[src/inc/dtt_map.vh]
// constants for the delayed toggle timer: time bases, widths and tick counts
`ifndef DTT_MAP_VH
`define DTT_MAP_VH

// delay setting and count width, largest legal setting
`define DTT_CNT_W        15
`define DTT_DELAY_MAX    15'h7FFF

// time base select codes
`define DTT_TB_W         2
`define DTT_TB_10MS      2'h0
`define DTT_TB_100MS     2'h1
`define DTT_TB_1S        2'h2

// system clock and unit times
`define DTT_CLK_HZ       50000000
`define DTT_BASE_MS      10
`define DTT_BASE_CYC     ((`DTT_CLK_HZ / 1000) * `DTT_BASE_MS)
`define DTT_DIV_100MS    10
`define DTT_DIV_1S       100
// last decade divider value, one below the divide ratio
`define DTT_DEC_LAST_100MS 7'h09
`define DTT_DEC_LAST_1S    7'h63

// prescaler widths
`define DTT_PRE_W        20
`define DTT_DEC_W        7

`endif

[src/verilog/dtt_prescaler.v]
// time base prescaler: one-cycle tick at 10 ms, 100 ms or 1 s
`timescale 1ns/1ps
`include "dtt_map.vh"

module dtt_prescaler #(
    parameter BASE_CYC = `DTT_BASE_CYC
) (
    // clock and reset
    input  wire                    sys_clk,
    input  wire                    arst_n,
    // control
    input  wire                    run,
    input  wire [`DTT_TB_W-1:0]    tb_sel,
    // tick out
    output reg                     tick
);

    // terminal count cut to the prescaler width on purpose
    localparam integer          BASE_LAST_I = BASE_CYC - 1;
    localparam [`DTT_PRE_W-1:0] BASE_LAST   = BASE_LAST_I[`DTT_PRE_W-1:0];

    reg [`DTT_PRE_W-1:0] pre_ff;
    reg [`DTT_DEC_W-1:0] dec_ff;
    wire                 base_tick;
    reg  [`DTT_DEC_W-1:0] dec_last;

    assign base_tick = run && (pre_ff == BASE_LAST);

    // decade divider end value per time base
    always @* begin
        case (tb_sel)
            `DTT_TB_100MS: dec_last = `DTT_DEC_LAST_100MS;
            `DTT_TB_1S:    dec_last = `DTT_DEC_LAST_1S;
            default:       dec_last = {`DTT_DEC_W{1'b0}};
        endcase
    end

    // counters restart whenever timing is idle so every delay starts on a full unit
    always @(posedge sys_clk or negedge arst_n) begin
        if (!arst_n) begin
            pre_ff <= {`DTT_PRE_W{1'b0}};
            dec_ff <= {`DTT_DEC_W{1'b0}};
            tick   <= 1'b0;
        end else if (!run) begin
            pre_ff <= {`DTT_PRE_W{1'b0}};
            dec_ff <= {`DTT_DEC_W{1'b0}};
            tick   <= 1'b0;
        end else begin
            tick <= 1'b0;
            if (base_tick) begin
                pre_ff <= {`DTT_PRE_W{1'b0}};
                if (dec_ff >= dec_last) begin
                    dec_ff <= {`DTT_DEC_W{1'b0}};
                    tick   <= 1'b1;                 // RULE_09
                end else begin
                    dec_ff <= dec_ff + 7'h01;
                end
            end else begin
                pre_ff <= pre_ff + 20'h00001;
            end
        end
    end

endmodule // dtt_prescaler

[src/verilog/dtt_delayed_toggle_block.v]
// delayed toggle timer: edge-started delay, then output inversion
`timescale 1ns/1ps
`include "dtt_map.vh"
//
// Overview of operation
// RULE_01: trigger and clear bit inputs start and cancel the delayed toggle.
// RULE_02: delay setting ranges from zero to 32767 time-base units.
// RULE_03: time base unit selectable as 10 ms, 100 ms or 1 s.
// RULE_04: only an off-to-on trigger transition starts timing; steady levels do not.
// RULE_05: when count reaches setting, the bit output inverts.
// RULE_06: clear on zeroes the running count and forces output off.
// RULE_07: delay setting and running count are offered as word outputs.
// RULE_08: user must pick a delay not shorter than one scan period.
// RULE_09: prescaler derives ticks from system clock; count advances once per tick.
// RULE_10: clear held ignores triggers; after toggling, count stops until next edge.

module dtt_delayed_toggle_block #(
    parameter BASE_CYC = `DTT_BASE_CYC
) (
    // clock and reset
    input  wire                    sys_clk,
    input  wire                    arst_n,
    // bit inputs from other blocks
    input  wire                    trigger,
    input  wire                    clear,
    // configuration
    input  wire [`DTT_CNT_W-1:0]   delay_setting,
    input  wire [`DTT_TB_W-1:0]    time_base,
    // bit output
    output reg                     toggle_out,
    // word outputs and timing flag
    output reg  [`DTT_CNT_W-1:0]   delay_word,
    output reg  [`DTT_CNT_W-1:0]   count_word,
    output wire                    timing
);

    reg                  trig_d_ff;
    reg                  run_ff;
    reg [`DTT_CNT_W-1:0] cnt_ff;
    reg                  out_ff;
    reg                  nxt_run;
    reg [`DTT_CNT_W-1:0] nxt_cnt;
    reg                  nxt_out;
    wire                 rise;
    wire                 tick;
    wire                 done;

    // inputs come from same-clock logic, so no synchroniser
    assign rise   = trigger && !trig_d_ff;       // RULE_04
    assign done   = run_ff && (cnt_ff >= delay_setting);
    assign timing = run_ff;

    dtt_prescaler #(
        .BASE_CYC (BASE_CYC)
    ) u_pre (
        .sys_clk (sys_clk),
        .arst_n  (arst_n),
        .run     (run_ff && !done),
        .tb_sel  (time_base),                    // RULE_03
        .tick    (tick)
    );

    // next state: clear wins over everything, then trigger edge, then counting
    always @* begin
        nxt_run = run_ff;
        nxt_cnt = cnt_ff;
        nxt_out = out_ff;
        if (clear) begin                         // RULE_01
            nxt_run = 1'b0;                      // RULE_10
            nxt_cnt = {`DTT_CNT_W{1'b0}};        // RULE_06
            nxt_out = 1'b0;                      // RULE_06
        end else if (rise && !run_ff) begin
            // a delay of zero toggles on the following cycle
            nxt_run = 1'b1;
            nxt_cnt = {`DTT_CNT_W{1'b0}};
        end else if (done) begin
            nxt_out = !out_ff;                   // RULE_05
            nxt_run = 1'b0;                      // RULE_10
        end else if (run_ff && tick) begin
            nxt_cnt = cnt_ff + 15'h0001;         // RULE_09
        end
    end

    // state registers; count holds its final value after the toggle
    always @(posedge sys_clk or negedge arst_n) begin
        if (!arst_n) begin
            trig_d_ff <= 1'b0;
            run_ff    <= 1'b0;
            cnt_ff    <= {`DTT_CNT_W{1'b0}};
            out_ff    <= 1'b0;
        end else begin
            trig_d_ff <= trigger;
            run_ff    <= nxt_run;
            cnt_ff    <= nxt_cnt;
            out_ff    <= nxt_out;
        end
    end

    // registered outputs; setting is 15 bits so it never exceeds the maximum
    always @(posedge sys_clk or negedge arst_n) begin
        if (!arst_n) begin
            toggle_out <= 1'b0;
            delay_word <= {`DTT_CNT_W{1'b0}};
            count_word <= {`DTT_CNT_W{1'b0}};
        end else begin
            toggle_out <= nxt_out;
            delay_word <= delay_setting;         // RULE_02
            count_word <= nxt_cnt;               // RULE_07
        end
    end

endmodule // dtt_delayed_toggle_block

[config.mk]
export PLATFORM = sky130hd
export DESIGN_NAME = dtt_delayed_toggle_block
export DESIGN_NICKNAME = d
export VERILOG_FILES = /design/src/verilog/dtt_prescaler.v /design/src/verilog/dtt_delayed_toggle_block.v
export VERILOG_INCLUDE_DIRS = /design/src /design/src/inc
export SDC_FILE = /design/constraint.sdc
export NUM_CORES = 1
export LEC_CHECK = 0
export ABC_AREA = 1
export BUFFER_PORTS_ARGS = -buffer_cell sky130_fd_sc_hd__buf_4
export CAP_MARGIN = 0
export CORE_MARGIN = 2
export CORE_UTILIZATION = 40
export CTS_BUF_LIST = sky130_fd_sc_hd__clkbuf_4 sky130_fd_sc_hd__clkbuf_8 sky130_fd_sc_hd__clkbuf_16
export CTS_CLUSTER_SIZE = 12
export DETAILED_ROUTE_END_ITERATION = 10
export PLACE_DENSITY = 0.61
export SETUP_SLACK_MARGIN = 0.15
export SLEW_MARGIN = 25
export SYNTH_ARGS = -nofsm -noshare
export SYNTH_HDL_FRONTEND = slang
export SYNTH_SLANG_ARGS = --single-unit
[constraint.sdc]
create_clock -name sys_clk -period 1.95 [get_ports sys_clk]
set_clock_uncertainty 0.15 [all_clocks]
set_input_delay 0.0975 -clock sys_clk [delete_from_list [all_inputs] [get_ports sys_clk]]
set_output_delay 0.0975 -clock sys_clk [all_outputs]
set_load 0.01 [all_outputs]
## Yosys cells after proc, flatten, opt, wreduce, memory -nomap -nowiden

Cells that the tools add are included.

| operators by class | value |
|---|---|
| add/subtract/negate cells | 3 |
| $lt $le $gt $ge | 2 |
| equality and inequality tests | 6 |
| mux-type cells | 19 |
| reductions and logical operators | 15 |

Operators with widths:

| kind | number |
|---|---|
| two-way mux 15 bit | 4 |
| two-way mux 20 bit | 2 |
| two-way mux 7 bit | 3 |
| adder 20 x 1 -> 20 bit (second input constant) | 1 |
| equality test 20 x 19 -> 1 bit (second input constant) | 1 |
| adder 15 x 1 -> 15 bit (second input constant) | 1 |
| greater-or-equal comparator 15 bit | 1 |
| case mux 7 bit (2 select lines) | 1 |
| two-way mux 1 bit | 9 |
| adder 7 x 1 -> 7 bit (second input constant) | 1 |
| greater-or-equal comparator 7 bit | 1 |
| logical AND 1 bit | 6 |
| nonzero test 3 bit | 2 |
| zero test 1 bit | 4 |
| != test 2 bit (second input constant) | 2 |
| AND reduction 2 bit | 2 |
| != test 3 x 2 -> 1 bit (second input constant) | 1 |
| equality test 2 x 1 -> 1 bit (second input constant) | 1 |
| equality test 2 bit (second input constant) | 1 |
| nonzero test 2 bit | 1 |

| word-level totals | value |
|---|---|
| bits in registers | 61 |
| input port bits | 21 |
| logic and storage cells | 53 |

## Logic depth before layout (Yosys ltp)

| logic depth | value |
|---|---|
| depth in word-level cells | 7 |
| mapped depth | 14 |

## By module

From an unflattened synthesis, not the netlist that was laid out.

| second synthesis, totals | value |
|---|---|
| cells, all modules | 515 |
| area, all modules | 3808.7 um^2 |

Modules (own cells, without submodules):

| module | instances | cells an instance | area an instance (um^2) | seq. area each (um^2) |
|---|---|---|---|---|
| dtt_delayed_toggle_block | 1 | 245 | 1926.8 | 825.8 |
| dtt_prescaler | 1 | 270 | 1881.8 | 700.7 |

## Worst setup path before layout

Ideal clock, no wire load.

| timing path | value |
|---|---|
| path type | register to register |
| start point | reg count_word[5] (netlist name) |
| end point | reg count_word[8] |
| setup time | 117 ps |
| data arrival time | 1626 ps |
| data required time | 1683 ps |
| setup slack | 57 ps |
| stages on the path, launching flop included | 13 |
| buffers on the path | 1 |
| period minus slack after synthesis | 1893 ps |
| cell sequence | dfrtp_1 -> ha_1 -> nand2_1 -> inv_1 -> a21oi_1 -> nand2_1 -> nand2_1 -> nand3_2 -> nand3_4 -> nand2_4 -> buf_12 -> nand2_2 -> nand2_1 |

RTL lines:

| what | line | source |
|---|---|---|
| end signal: assignment | dtt_delayed_toggle_block.v:104 | `` count_word <= {`DTT_CNT_W{1'b0}}; `` |
| end signal: assignment | dtt_delayed_toggle_block.v:108 | `count_word <= nxt_cnt;` |
| end: declaration | dtt_delayed_toggle_block.v:33 | `` output reg [`DTT_CNT_W-1:0] count_word, `` |

==> summary.md <==
| Metric | Value |
|---|---|
| Min Hold Slack | 0.2245 ns |
| Fin nets | 614 |
| DR vias/cell | 4.953 |
| CTS Buffer Depth | 2 |
| Worst-Skew Late Latency | 0.35 ns |
| Kind of critical path | register to register |
| Syn Nets | 512 |
| Setup ws final | -0.004617 ns |
| Pleak | 2.426 nW |
| Vias in the first global route | 3,412 |
| Combinational Power Share | 11.4% |
| CTS sink count | 61 |
| Max-slew violation count | 0 |
| Status | complete, but fails checks |
| Num CTS Buffers | 9 |
| Root Driver | clkbuf_8 |
| Syn_area_per_cell | 8.111 um^2 |
| Min cycle time layout | 1.955 ns |
| Initial antenna violation count | 0 |
| Crit-path slowest cell | dfrtp_2 |
| Flop-to-flop setup slack | -0.005 ns |
| Highest Clock Rate | 511.6 MHz |
| WL/cell | 13.56 um |
| Via count | 3,388 |
| Synth cell types | 33 |
| Buf+Inv Stages, Crit Path | 1 |
| Placed cells | 643 |
| Top delay family on crit path | simple AND/OR/NAND/NOR gates |
| Pin count of the biggest net entering global routing | 62 |
| TritonRoute pass-1 iters | 4 |
| Die extent in y | 101.2 um |
| Detail Placement HPWL | 6523 um |
| Register bit total from synthesis | 61 |
| Switching share of power | 25.96% |
| Crit Path Max Fanout | 7 |
| Pwr per Cell Area | 555.9 nW/um^2 |
| Slew @ Worst Pin | 0.7790 ns |
| Initial Util | 41.10% |
| Iter 0 DRT Violations | 75 |
| Seq pwr share | 44.5% |
| Synthesis-to-finish area growth | 38.56% |
| Internal power | 0.002156 W |
| First-pass GRT wire length | 15,480 um |
| Ys Warns | 0 |
| Startpoint types | register |
| Relative slew margins | 48.07% |
| Worst min-delay path class | primary input to async pin |
| Final setup violation count | 1 |
| Fin. Hold Viols | 0 |
| Number of port buffers | 52 |
| Worst EP required | 2.04 ns |
| CTS HTree Levels | 3 |
| Final GP Congestion | 0.8900 |
| Register area share after synthesis | 40.38% |
| Die X | 101.2 um |
| NetSw | 0.0007557 W |
| Final cell count without fillers | 684 |
| Die ar. | 10,240 um^2 |
| Tcrit/Tclk final | 100.2% |
| Total Wirelength | 9273 um |
| I/O pin total | 53 |
| Remaining Overflow, GRT | 0 |
| Max rail drop VDD | 0.4255 mV |
| Std cell rows | 35 |
| RSZ-0062 raised after global routing | true |
| Gr usage total | 18.96% |
| Maxcap violations | 0 |
| Layout cells sized above 1 | 34.73% |
| Part of the power in the clock network | 44.1% |
| Antenna Nets Post-Route | 0 |
| Area of the core | 9196 um^2 |
| Violated checks | setup timing |
| CP peak stage delay | 0.43 ns |
| CP endpoint kind | register |
| Diode count | 0 |
| Worst-path cell chain | ha_4, nand2_4, nor2_4, nand2_2, nor2_2, nor2_2, nand3_2, nand3_4, buf_8, nand3_2, nand2_1 |
| Cell area after synthesis | 3780 um^2 |
| CTS tree | built |
| RR Startpoint | count_word[8] |
| FF-to-FF path depth | 11 |
| Reg2reg end | count_word[12] |
| Worst EP arrival | 2.04 ns |
| Gate Count Post-Synth | 466 |
| Remaining DRCs | 0 |
| Clock transition at path regs | 0.08 ns |
[power by group through the flow]
stage | registers [W] | clock network [W] | logic, W
after floorplan | 0.00133 | 0 | 0.000126
after global placement | 0.00132 | 0 | 0.000256
after detailed placement | 0.00132 | 0 | 0.000260
after CTS | 0.00130 | 0.00132 | 0.000310
after global routing | 0.00130 | 0.00137 | 0.000365
final | 0.00130 | 0.00129 | 0.000331
[worst max path at each step]
stage	start	end	slack, ns	cells after the start
3_5_place_dp	count_word[10]	count_word[0]	-0.05	11
3_3_place_gp	count_word[10]	count_word[2]	-0.02	9
6_report	count_word[8]	count_word[12]	-0.005	11
4_1_cts	count_word[8]	count_word[7]	0.06	11
5_1_grt	count_word[13]	count_word[11]	-0.10	11
2_1_floorplan	count_word[4]	count_word[8]	0.08	12
[cell type report]
cell class                 instances  area, um^2
fill                             817        3959
multi-input combinational        332        2286
sequential                        61        1539
timing repair buffer              99       807.0
inverter                          65       244.0
tap                              111       138.9
clock buffer                       9       123.9
clock inverter                     7       98.84
[through the flow]
step | utilization (%) | area [um^2] | setup WS (ns) | total power, W | setup TNS [ns]
2_1_floorplan | - | 3882 | 0.08365 | 0.001457 | 0
3_3_place_gp | 48.97 | 4503 | -0.01582 | 0.001575 | -0.04384
3_5_place_dp | 48.97 | 4503 | -0.04813 | 0.001580 | -0.4189
4_1_cts | 55.59 | 5112 | 0.05589 | 0.002920 | 0
5_1_grt | 56.95 | 5238 | -0.1029 | 0.003034 | -2.152
6_report | 56.95 | 5238 | -0.004617 | 0.002911 | -0.004617
[per-layer routing]
layer / global-route usage [%] / wire [um]
met1: 23.02 / 4086
met2: 33.72 / 4797
met3: 4.624 / 277
met4: 4.886 / 111
met5: 0 / 0
[cells in the final DEF (no fill, tap or decap), types with 5 or more instances in the layout]
master,Yosys,layout
xor2_1,16,16
nand4_1,27,27
nor3_1,7,7
nor3_2,5,5
clkbuf_8,0,9
a21oi_1,14,13
dlygate4sd3_1,0,18
nor2_1,62,55
ha_1,25,12
buf_4,4,77
nand2_4,5,11
o21ai_0,8,7
inv_1,62,61
dfrtp_2,0,10
nand2_2,15,22
nor2_4,2,6
nand3_2,3,16
dfrtp_1,61,51
ha_4,0,12
nand3_1,30,16
xnor2_1,6,6
nand2_1,89,76
nor2_2,4,7
[repair_timing]
action	4_1_cts	5_1_grt
setup endpoints to repair	45	45
hold buffers	18	0
gates resized for setup	38	23
hold endpoints to repair	79	0
gates cloned	0	1
setup buffers	3	3
pin swaps	28	19
[kinds of logic after synthesis]
logic type	after synthesis	synth area share, %
DFF	61	40.38
adders and majority gates	25	8.275
and+or+nand+nor	255	33.47
xor gates and xnor gates	22	5.098
AOI/OAI and AO/OA	29	4.171
buffers and inverters	74	8.606
[sequential cells by signal, summed over array words and instances, names as in the netlist]
signal	flops
count_word	15
timing	1
toggle_out	1
trig_d_ff	1
u_pre.dec_ff	7
delay_word	15
u_pre.pre_ff	20
u_pre.tick	1
[Yosys cell counts]
cell type  instances  share of area (%)
and2_1             1               0.17
buf_12             1               0.53
o21ai_0            8                1.1
nor2_4             2               0.60
nor3_4             1               0.43
inv_2              3               0.30
buf_2              1               0.13
xor2_1            16                3.7
nor2_1            62                6.2
ha_1              25                8.3
nand4_2            1               0.33
nand4_1           27                4.5
inv_1             62                6.2
nor4_1             1               0.17
nor3_1             7               0.93
nand3_4            1               0.46
nand2_2           15                2.5
o21ai_1            4               0.53
nand3_2            3               0.79
a211oi_2           1               0.33
nor3b_1            1               0.20
nor2_2             4               0.66
o21bai_1           2               0.40
nor3_2             5                1.3
buf_1              1              0.099
buf_4              4               0.79
nand2_1           89                8.8
dfrtp_1           61                 40
a21oi_1           14                1.9
nand2_4            5                1.5
xnor2_1            6                1.4
buf_6              2               0.60
nand3_1           30                4.0
(Power assumes the default switching activity.)
